## src/common/acr_pkg.sv

```systemverilog
// Purpose: constants and types for the amplifier control register bank
// Assumes: byte-wide registers reached over a two-wire serial port
// Notes: one package, used by name only
package acr_pkg;
  // ==========================================================
  // register offsets
  localparam logic [7:0] OFS_PART_IDENT = 8'h00;
  localparam logic [7:0] OFS_POWER_CTRL = 8'h01;
  localparam logic [7:0] OFS_DIG_CTRL1 = 8'h02;
  localparam logic [7:0] OFS_DIG_CTRL2 = 8'h03;
  localparam logic [7:0] OFS_VOLUME = 8'h04;
  localparam logic [7:0] OFS_ANALOG = 8'h06;
  localparam logic [7:0] OFS_FAULT = 8'h08;
  localparam logic [7:0] OFS_CLIP_MID = 8'h10;
  localparam logic [7:0] OFS_CLIP_LOW = 8'h11;
  // ==========================================================
  // values after reset
  localparam logic [7:0] RST_POWER_CTRL = 8'hfd;
  localparam logic [7:0] RST_DIG_CTRL1 = 8'h04;
  localparam logic [7:0] RST_DIG_CTRL2 = 8'h80;
  localparam logic [7:0] RST_VOLUME = 8'hcf;
  localparam logic [7:0] RST_ANALOG = 8'h55;
  localparam logic [7:0] RST_FAULT_CFG = 8'h00;
  localparam logic [7:0] RST_CLIP_MID = 8'hff;
  localparam logic [7:0] RST_CLIP_LOW = 8'hfc;
  // ==========================================================
  // field positions
  localparam int BIT_SHUTDOWN_N = 0;
  localparam int BIT_SLEEP = 1;
  localparam int BIT_MUTE = 4;
  localparam int BIT_OVERHEAT = 0;
  localparam int BIT_DC_OFFSET = 1;
  localparam int BIT_OVERCURRENT = 2;
  localparam int BIT_CLOCK_ERR = 3;
  // ==========================================================
  // counts
  localparam int RAMP_STEP_CYCLES = 64;
  localparam int CLIP_W = 20;
  // ==========================================================
  // types
  typedef enum logic [6:0] {
    S_IDLE = 7'b000_0001,
    S_ADDR = 7'b000_0010,
    S_REG  = 7'b000_0100,
    S_WR   = 7'b000_1000,
    S_ACK  = 7'b001_0000,
    S_RD   = 7'b010_0000,
    S_MACK = 7'b100_0000
  } acr_state_t;
  typedef struct packed {
    logic [7:0] dig_ctrl1;
    logic [7:0] dig_ctrl2;
    logic [7:0] analog;
    logic [1:0] overcurrent_limit;
  } acr_cfg_t;
  typedef struct packed {
    logic overheat;
    logic overcurrent;
    logic dc_offset;
  } acr_faults_t;
endpackage

```

## src/design/acr_amp_ctrl.sv

```systemverilog
// Purpose: register bank and power sequencing of a mono digital-input amplifier
// Assumes: SCL and SDA are synchronous to CORE_CLK and slow against it
// Notes: SDA is open drain, driven low only; RST is the supply power-on reset
//
// What this block does
// - shutdown when power control bit 0 is 0 or the shutdown pin is low.
// - serial register access keeps working in shutdown; registers keep their contents.
// - shutdown control bit resets to 1; 0 requests shutdown, 1 releases.
// - sleep bit set ramps volume down, then output stage goes high impedance.
// - sleep keeps other blocks ready; sleep bit resets to 0.
// - power control bits 7..2 hold clip level bits 19..14.
// - clipper limits every sample magnitude to the programmed clip level.
// - offset 0 is read-only and always returns the fixed part code.
// - every register loads its default value at power-on reset.
// - latched fault flags clear only on shutdown toggle; sleep leaves them.
`timescale 1ns/1ns
module acr_amp_ctrl #(
  parameter logic [6:0] DEV_ADDR = 7'h2c,
  parameter logic [7:0] PART_IDENT_CODE = 8'h5a, // arbitrary value
  parameter int RAMP_CYCLES = acr_pkg::RAMP_STEP_CYCLES
) (
  // clock and power-on reset
  input wire logic CORE_CLK,
  input wire logic RST,
  // serial control port
  input wire logic SCL,
  input wire logic SDA_I,
  output logic SDA_O,
  output logic SDA_OE,
  // pins and fault sources
  input wire logic SHUTDOWN_N_PIN,
  input wire logic CLOCK_ERR_IN,
  input wire acr_pkg::acr_faults_t FAULT_EVT,
  // audio path
  input wire logic signed [acr_pkg::CLIP_W:0] SAMPLE_IN,
  input wire logic SAMPLE_VALID,
  output logic signed [acr_pkg::CLIP_W:0] DAC_SAMPLE,
  output logic DAC_VALID,
  // power state and configuration
  output logic SHUTDOWN_ACTIVE,
  output logic STAGE_ENABLE,
  output logic [7:0] VOLUME_LEVEL,
  output logic FAULT_N,
  output acr_pkg::acr_cfg_t CFG
);
  // ==========================================================
  // registers
  logic [7:0] power_ctrl_q, dig_ctrl1_q, dig_ctrl2_q, volume_q, analog_q;
  logic [7:0] fault_cfg_q, clip_mid_q, clip_low_q;
  acr_pkg::acr_faults_t faults_q;
  logic shutdown_q, stage_q, fault_n_q, dac_valid_q;
  logic [7:0] vol_level_q;
  logic [15:0] ramp_cnt_q;
  logic signed [acr_pkg::CLIP_W:0] dac_q;
  // serial port state
  acr_pkg::acr_state_t state_q, next_after_ack_q;
  logic scl_q, scl_prev_q, sda_q, sda_prev_q, sda_oe_q;
  logic [3:0] cnt_q;
  logic [7:0] shift_q, tx_q, ptr_q;

  // ==========================================================
  // register read decode
  function automatic logic [7:0] read_reg(input logic [7:0] a, input logic [7:0] fault_rd);
    case (a)
      acr_pkg::OFS_PART_IDENT: read_reg = PART_IDENT_CODE;
      acr_pkg::OFS_POWER_CTRL: read_reg = power_ctrl_q;
      acr_pkg::OFS_DIG_CTRL1: read_reg = dig_ctrl1_q;
      acr_pkg::OFS_DIG_CTRL2: read_reg = dig_ctrl2_q;
      acr_pkg::OFS_VOLUME: read_reg = volume_q;
      acr_pkg::OFS_ANALOG: read_reg = analog_q;
      acr_pkg::OFS_FAULT: read_reg = fault_rd;
      acr_pkg::OFS_CLIP_MID: read_reg = clip_mid_q;
      acr_pkg::OFS_CLIP_LOW: read_reg = clip_low_q;
      default: read_reg = 8'h00;
    endcase
  endfunction

  // ==========================================================
  // serial port decode
  wire scl_rise = scl_q & ~scl_prev_q;
  wire scl_fall = ~scl_q & scl_prev_q;
  wire start_seen = scl_q & scl_prev_q & sda_prev_q & ~sda_q;
  wire stop_seen = scl_q & scl_prev_q & ~sda_prev_q & sda_q;
  wire byte_done = scl_fall & (cnt_q == 4'd8);
  wire addr_hit = (shift_q[7:1] == DEV_ADDR);
  wire wr_fire = byte_done & (state_q == acr_pkg::S_WR);
  // the clock error bit reads as set in shutdown: the error detector is powered down then
  wire clk_err_rd = shutdown_q | CLOCK_ERR_IN;
  wire [7:0] fault_rd = {fault_cfg_q[7:4], clk_err_rd, faults_q.overcurrent,
                         faults_q.dc_offset, faults_q.overheat};
  logic [7:0] rd_data;
  // a process, so a register write under an unchanged pointer still reaches the read path
  always_comb begin
    rd_data = read_reg(ptr_q, fault_rd);
  end

  // ==========================================================
  // power state
  wire shutdown_d = ~power_ctrl_q[acr_pkg::BIT_SHUTDOWN_N] | ~SHUTDOWN_N_PIN;
  wire shutdown_enter = shutdown_d & ~shutdown_q;
  wire fault_any = faults_q.overheat | faults_q.overcurrent | faults_q.dc_offset;
  // faults and clock errors force sleep without touching the sleep bit
  wire sleep_eff = power_ctrl_q[acr_pkg::BIT_SLEEP] | fault_any | CLOCK_ERR_IN;
  wire stage_off_req = shutdown_d | sleep_eff;
  wire play = ~stage_off_req & ~dig_ctrl2_q[acr_pkg::BIT_MUTE];
  wire [7:0] vol_target = play ? volume_q : 8'h00;
  wire ramp_tick = (ramp_cnt_q == 16'(RAMP_CYCLES - 1));
  wire [acr_pkg::CLIP_W-1:0] clip_level = {power_ctrl_q[7:2], clip_mid_q, clip_low_q[7:2]};
  wire signed [acr_pkg::CLIP_W:0] clip_pos = $signed({1'b0, clip_level});
  wire signed [acr_pkg::CLIP_W:0] clip_neg = -clip_pos;

  // ==========================================================
  // register file; shutdown never gates writes
  always_ff @(posedge CORE_CLK) begin
    if (RST) begin
      power_ctrl_q <= acr_pkg::RST_POWER_CTRL;
      dig_ctrl1_q <= acr_pkg::RST_DIG_CTRL1;
      dig_ctrl2_q <= acr_pkg::RST_DIG_CTRL2;
      volume_q <= acr_pkg::RST_VOLUME;
      analog_q <= acr_pkg::RST_ANALOG;
      fault_cfg_q <= acr_pkg::RST_FAULT_CFG;
      clip_mid_q <= acr_pkg::RST_CLIP_MID;
      clip_low_q <= acr_pkg::RST_CLIP_LOW;
    end else if (wr_fire) begin
      case (ptr_q)
        acr_pkg::OFS_POWER_CTRL: power_ctrl_q <= shift_q;
        acr_pkg::OFS_DIG_CTRL1: dig_ctrl1_q <= shift_q;
        acr_pkg::OFS_DIG_CTRL2: dig_ctrl2_q <= shift_q;
        acr_pkg::OFS_VOLUME: volume_q <= shift_q;
        acr_pkg::OFS_ANALOG: analog_q <= shift_q;
        acr_pkg::OFS_FAULT: fault_cfg_q <= {shift_q[7:4], 4'h0};
        acr_pkg::OFS_CLIP_MID: clip_mid_q <= shift_q;
        acr_pkg::OFS_CLIP_LOW: clip_low_q <= shift_q;
        default: ;
      endcase
    end
  end

  // ==========================================================
  // latched faults: set wins over the shutdown-entry clear
  always_ff @(posedge CORE_CLK) begin
    if (RST) begin
      faults_q <= '0;
    end else begin
      faults_q <= FAULT_EVT | (shutdown_enter ? '0 : faults_q);
    end
  end

  // ==========================================================
  // volume ramp and output stage
  always_ff @(posedge CORE_CLK) begin
    if (RST) begin
      shutdown_q <= 1'b0;
      ramp_cnt_q <= '0;
      vol_level_q <= 8'h00;
      stage_q <= 1'b0;
      fault_n_q <= 1'b1;
    end else begin
      shutdown_q <= shutdown_d;
      ramp_cnt_q <= ramp_tick ? '0 : ramp_cnt_q + 16'd1;
      if (ramp_tick && vol_level_q > vol_target) begin
        vol_level_q <= vol_level_q - 8'd1;
      end else if (ramp_tick && vol_level_q < vol_target) begin
        vol_level_q <= vol_level_q + 8'd1;
      end
      // stage goes high impedance only once the ramp has reached silence
      if (stage_off_req && vol_level_q == 8'h00) begin
        stage_q <= 1'b0;
      end else if (!stage_off_req) begin
        stage_q <= 1'b1;
      end
      fault_n_q <= ~(fault_any | (CLOCK_ERR_IN & ~shutdown_d));
    end
  end

  // ==========================================================
  // digital clipper
  always_ff @(posedge CORE_CLK) begin
    if (RST) begin
      dac_q <= '0;
      dac_valid_q <= 1'b0;
    end else begin
      dac_valid_q <= SAMPLE_VALID;
      if (SAMPLE_VALID) begin
        if (SAMPLE_IN > clip_pos) begin
          dac_q <= clip_pos;
        end else if (SAMPLE_IN < clip_neg) begin
          dac_q <= clip_neg;
        end else begin
          dac_q <= SAMPLE_IN;
        end
      end
    end
  end

  // ==========================================================
  // serial slave: bits sampled on SCL rise, SDA changed on SCL fall
  always_ff @(posedge CORE_CLK) begin
    if (RST) begin
      scl_q <= 1'b1;
      scl_prev_q <= 1'b1;
      sda_q <= 1'b1;
      sda_prev_q <= 1'b1;
      state_q <= acr_pkg::S_IDLE;
      next_after_ack_q <= acr_pkg::S_IDLE;
      sda_oe_q <= 1'b0;
      cnt_q <= '0;
      shift_q <= '0;
      tx_q <= '0;
      ptr_q <= '0;
    end else begin
      scl_q <= SCL;
      scl_prev_q <= scl_q;
      sda_q <= SDA_I;
      sda_prev_q <= sda_q;
      if (start_seen) begin
        state_q <= acr_pkg::S_ADDR;
        cnt_q <= '0;
        sda_oe_q <= 1'b0;
      end else if (stop_seen) begin
        state_q <= acr_pkg::S_IDLE;
        sda_oe_q <= 1'b0;
      end else begin
        case (state_q)
          acr_pkg::S_ADDR, acr_pkg::S_REG, acr_pkg::S_WR: begin
            if (scl_rise) begin
              shift_q <= {shift_q[6:0], sda_q};
              cnt_q <= cnt_q + 4'd1;
            end else if (byte_done) begin
              sda_oe_q <= 1'b1;
              state_q <= acr_pkg::S_ACK;
              if (state_q == acr_pkg::S_ADDR) begin
                next_after_ack_q <= shift_q[0] ? acr_pkg::S_RD : acr_pkg::S_REG;
                if (!addr_hit) begin
                  sda_oe_q <= 1'b0;
                  state_q <= acr_pkg::S_IDLE;
                end
              end else if (state_q == acr_pkg::S_REG) begin
                ptr_q <= shift_q;
                next_after_ack_q <= acr_pkg::S_WR;
              end else begin
                ptr_q <= ptr_q + 8'd1;
              end
            end
          end
          acr_pkg::S_ACK: begin
            if (scl_fall) begin
              cnt_q <= '0;
              state_q <= next_after_ack_q;
              if (next_after_ack_q == acr_pkg::S_RD) begin
                tx_q <= {rd_data[6:0], 1'b0};
                sda_oe_q <= ~rd_data[7];
                ptr_q <= ptr_q + 8'd1;
              end else begin
                sda_oe_q <= 1'b0;
              end
            end
          end
          acr_pkg::S_RD: begin
            if (scl_fall && cnt_q == 4'd7) begin
              sda_oe_q <= 1'b0;
              state_q <= acr_pkg::S_MACK;
            end else if (scl_fall) begin
              sda_oe_q <= ~tx_q[7];
              tx_q <= {tx_q[6:0], 1'b0};
              cnt_q <= cnt_q + 4'd1;
            end
          end
          acr_pkg::S_MACK: begin
            // a master acknowledge asks for the next byte, a nack ends the read
            if (scl_rise) begin
              state_q <= sda_q ? acr_pkg::S_IDLE : acr_pkg::S_ACK;
            end
          end
          default: begin
            state_q <= acr_pkg::S_IDLE;
          end
        endcase
      end
    end
  end

  // ==========================================================
  // outputs
  assign SDA_O = 1'b0;
  assign SDA_OE = sda_oe_q;
  assign SHUTDOWN_ACTIVE = shutdown_q;
  assign STAGE_ENABLE = stage_q;
  assign VOLUME_LEVEL = vol_level_q;
  assign FAULT_N = fault_n_q;
  assign DAC_SAMPLE = dac_q;
  assign DAC_VALID = dac_valid_q;
  assign CFG = '{dig_ctrl1: dig_ctrl1_q, dig_ctrl2: dig_ctrl2_q, analog: analog_q,
                 overcurrent_limit: fault_cfg_q[5:4]};
endmodule

```

## config.mk

```make
export PLATFORM = sky130hd
export DESIGN_NAME = acr_amp_ctrl
export DESIGN_NICKNAME = d
export VERILOG_FILES = /design/src/common/acr_pkg.sv /design/src/design/acr_amp_ctrl.sv
export SDC_FILE = /design/constraint.sdc
export NUM_CORES = 1
export LEC_CHECK = 0
export BUFFER_PORTS_ARGS = -buffer_cell sky130_fd_sc_hd__clkbuf_2
export CORE_UTILIZATION = 35
export DETAILED_ROUTE_END_ITERATION = 8
export PLACE_DENSITY = 0.54
export SKIP_CTS_REPAIR_TIMING = 1
export SYNTH_ARGS = -nofsm -noshare
export SYNTH_HDL_FRONTEND = slang
export SYNTH_SLANG_ARGS = --single-unit
```

## constraint.sdc

```tcl
create_clock -name CORE_CLK -period 5.7 [get_ports CORE_CLK]
set_clock_uncertainty 0.2 [all_clocks]
set_input_delay 0 -clock CORE_CLK [delete_from_list [all_inputs] [get_ports CORE_CLK]]
set_output_delay 0 -clock CORE_CLK [all_outputs]
set_load 0.02 [all_outputs]
```

==> results by group <==
Run status
  • Status: finished clean

STA
  • Fin. Hold Viols: 0
  • F_max: ~200 MHz
  • Final period utilization: 86.8%
  • TNS Setup: 0 ns
  • Min Tclk post-route: 4.95 ns
  • RSZ-0062 raised after global routing: false
  • Slew margin rel.: 10.7%
  • Slew Viols, Final: 0
  • Setup violators final: 0
  • Worst-Margin Slew: 1.34 ns

Layout
  • Cell Count, Final, Fillers Out: 1524
  • Area Overhead vs Synth: 17.3%
  • Layout cells sized above 1: 13.3%
  • Fillers: 2563
  • Diode count: 0
  • Layout Nets: 1275
  • Final Cell Area: 10700 sq um

Worst hold path
  • Hold path depth: 3
  • Worst hold path class: input port to flop

Die
  • Row Count: 58
  • Initial cell density of the core: between 30 and 40%
  • Die ar.: 26600 sq um
  • Core area: roughly 25000 sq um
  • Die width: 163 um
  • # IOs: 92
  • Die Y: 163 um

Detailed routing
  • Routed Wire Length: 27.5 mm
  • DR vias/cell: 5.49
  • Average wire per standard cell: 18.0 um
  • Routed vias: 8372
  • Final ANT Viol Nets: 0
  • 1st-iter DRT viols: 698
  • Drt first pass iters: 5
  • Drt drc: 0

Global route
  • Pin count of the biggest net entering global routing: around 50
  • Vias in the first global route: between 7000 and 8000
  • Initial antenna violation count: 0
  • First-pass GRT wire length: around 44 mm
  • All-Layer GR Usage: 21.0%
  • Grt total ovfl: 0

Clock network
  • Clock sinks: 155
  • Worst-Skew Late Latency: 0.42 ns
  • Num CTS Buffers: 17
  • CTS Buffer Depth: 2
  • H-tree Lvls: 4
  • CTS clk-pin slew, worst paths: 0.07 ns
  • CTS root buffer: clkbuf_16
  • TritonCTS clock tree: built

Synth
  • Yosys cell types: 77
  • Cell Area, Synth: 9090 sq um
  • Top cells by instance count after synthesis: 155 x dfxtp_1, 122 x nor2_1, 100 x nand2_1, 79 x a21oi_1, 62 x ha_1
  • Yosys top cell area share: 34.1%
  • Cell count after synthesis: 1100
  • Synthesized Nets: approximately 1200
  • Top_reg_cell synth: dfxtp_1
  • Synthesis Warnings: 0
  • Sequential element share of the synthesized area: 34.1%
  • EDFF count, synth: 0
  • Avg Cell Area, Syn: 8.26 sq um
  • Count leader, synth: dfxtp_1
  • Synth area leader: dfxtp_1
  • Yosys reg bits: roughly 160
  • Ys async rst share: 0%
  • Top post-synthesis cells by area: dfxtp_1 34%, ha_1 8.5%, nor2_1 5.0%, a21oi_1 4.4%, nand2_1 4.1%

Power
  • Lkg Pwr: around 4.2 nW
  • P per Cell Area: 229 nW/um^2
  • VDD IR max: about 150 uV

Placed design
  • Final GP Congestion: 0.903
  • Dpl cells: 1458
  • Placed cell areas: 9740 sq um
  • # port buffers: 90
  • Detailed Place HPWL: 20.1 mm

Setup path
  • FF-to-FF End: DAC_SAMPLE[10]
  • CP arrival: 5.05 ns
  • CP cell instances: inv_1, ha_1, nor2b_1, nand4_1, nor4_1, xnor2_1, ha_1, and4_1, a41oi_1, a311oi_1, a31oi_4, buf_4, nand2_1, o21ai_0, a221o_1, dlygate4sd3_1
  • Critical path origin: clip_low_q[3]
  • CP Launch Type: flop
  • Worst path required time: 5.81 ns
  • Worst reg2reg path startpoint: clip_low_q[3]
  • Max FO, Critical Path: 24
  • Cell with the most instances on the worst path: ha_1
  • R2R Setup Slk: 0.75 ns
  • Setup crit end: DAC_SAMPLE[10]
  • Crit path largest cell delay: 0.56 ns
  • R2R depth: 16
  • Slowest CP cell: dlygate4sd3_1
  • Setup CP Type: flop to flop
  • Crit. End Element: flop

Flow run
  • Max-Cap Viols: 0
cells in the final DEF (no fill, tap or decap), types with 9 or more instances in the layout:
cell | Yosys | routed
a22oi_1 | 18 | 18
and2_1 | 10 | 10
dfxtp_1 | 155 | 155
o21ai_0 | 40 | 40
and3_1 | 15 | 15
a211o_1 | 34 | 34
ha_1 | 62 | 62
inv_1 | 43 | 43
nor3_1 | 17 | 17
nand4_1 | 12 | 12
nor2_1 | 122 | 122
clkbuf_2 | 0 | 89
nand2_1 | 100 | 100
clkbuf_16 | 0 | 17
buf_4 | 4 | 9
nand3_1 | 41 | 41
nor2b_1 | 28 | 28
o31ai_1 | 10 | 10
mux2i_1 | 24 | 24
xor2_1 | 12 | 12
a211oi_1 | 10 | 10
a21o_1 | 10 | 10
a21oi_1 | 79 | 79
xnor2_1 | 24 | 24
nand2b_1 | 9 | 9
dlygate4sd3_1 | 0 | 34
per-stage QoR:
stage | hold slack [ns] | worst slack [ns] | total power [W] | utilization [%]
after floorplan | -0.104 | 1.20 | 0.00125 | -
after global placement | -0.0131 | 0.954 | 0.00132 | 38.5
after detailed placement | -0.00981 | 0.897 | 0.00132 | 38.5
after CTS | -0.462 | 0.904 | 0.00244 | 40.8
after global routing | 0.0285 | 0.401 | 0.00254 | 42.1
final | 0.0192 | 0.754 | 0.00244 | 42.1
worst min path at each step:
stage	from	end	slack, ns
floorplan	SHUTDOWN_N_PIN	SHUTDOWN_ACTIVE	-0.10
global placement	SCL	scl_q	-0.01
global route	SAMPLE_VALID	DAC_SAMPLE[1]	0.03
detailed placement	SDA_I	sda_q	-0.01
finish	SAMPLE_VALID	DAC_SAMPLE[1]	0.02
CTS	SCL	scl_q	-0.46
cells by family (layout without fill, tap and decap cells):
family	after synthesis	in the layout	synth area share (%)
AOI/OAI and AO/OA	280	280	21.2
xor gates and xnor gates	36	36	3.47
adders and majority gates	63	63	8.76
buffers and inverters	115	209	5.18
DFF	155	155	34.1
muxes	25	25	2.77
other	1	1	0.0413
and+or+nand+nor	425	425	24.4
flip-flops by register name, indices dropped and copies added (netlist names), 3 cells and up:
register and flops:
shift_q 8, dig_ctrl2_q 8, volume_q 8, ramp_cnt_q 16, tx_q 7, DAC_SAMPLE 21, analog_q 8, clip_low_q 8
next_after_ack_q 4, VOLUME_LEVEL 8, fault_rd 3, cnt_q 4, fault_cfg_q 4, dig_ctrl1_q 8, power_ctrl_q 8, state_q 7
ptr_q 8, clip_mid_q 8
critical path, delay by kind of cell, from the launching register on:
family	cells	cell delay (ns)
adders and majority gates	2	0.62
DFF	1	0.34
AOI/OAI and AO/OA	5	1.07
xor gates and xnor gates	1	0.16
and+or+nand+nor	5	1.50
buffers and inverters	3	0.92
layout make-up:
type                            count  area [sq um]  share of cell area [%]
Clock buffer                       21           470                    4.41
Timing Repair Buffer              132           853                    8.00
Clock inverter                     11           113                    1.06
Tap cell                          330           413                    3.87
Sequential cell                   155          3100                    29.1
Multi-Input combinational cell    830          5540                    52.0
Inverter                           45           169                    1.58
power breakdown:
group | internal [W] | switching, W
clock network | 0.000642 | 0.000481
logic | 0.0000807 | 0.000119
registers | 0.00110 | 0.0000134
routing by layer:
metal / global-route usage [%] / wire length, um / vias up
li1: - / - / 4167
met1: 28.9 / 13100 / 3968
met2: 33.2 / 12600 / 208
met3: 3.68 / 1350 / 29
met4: 6.29 / 399 / 0
met5: 0 / 0 / -
Note: power is estimated with default switching activity, not from simulation.
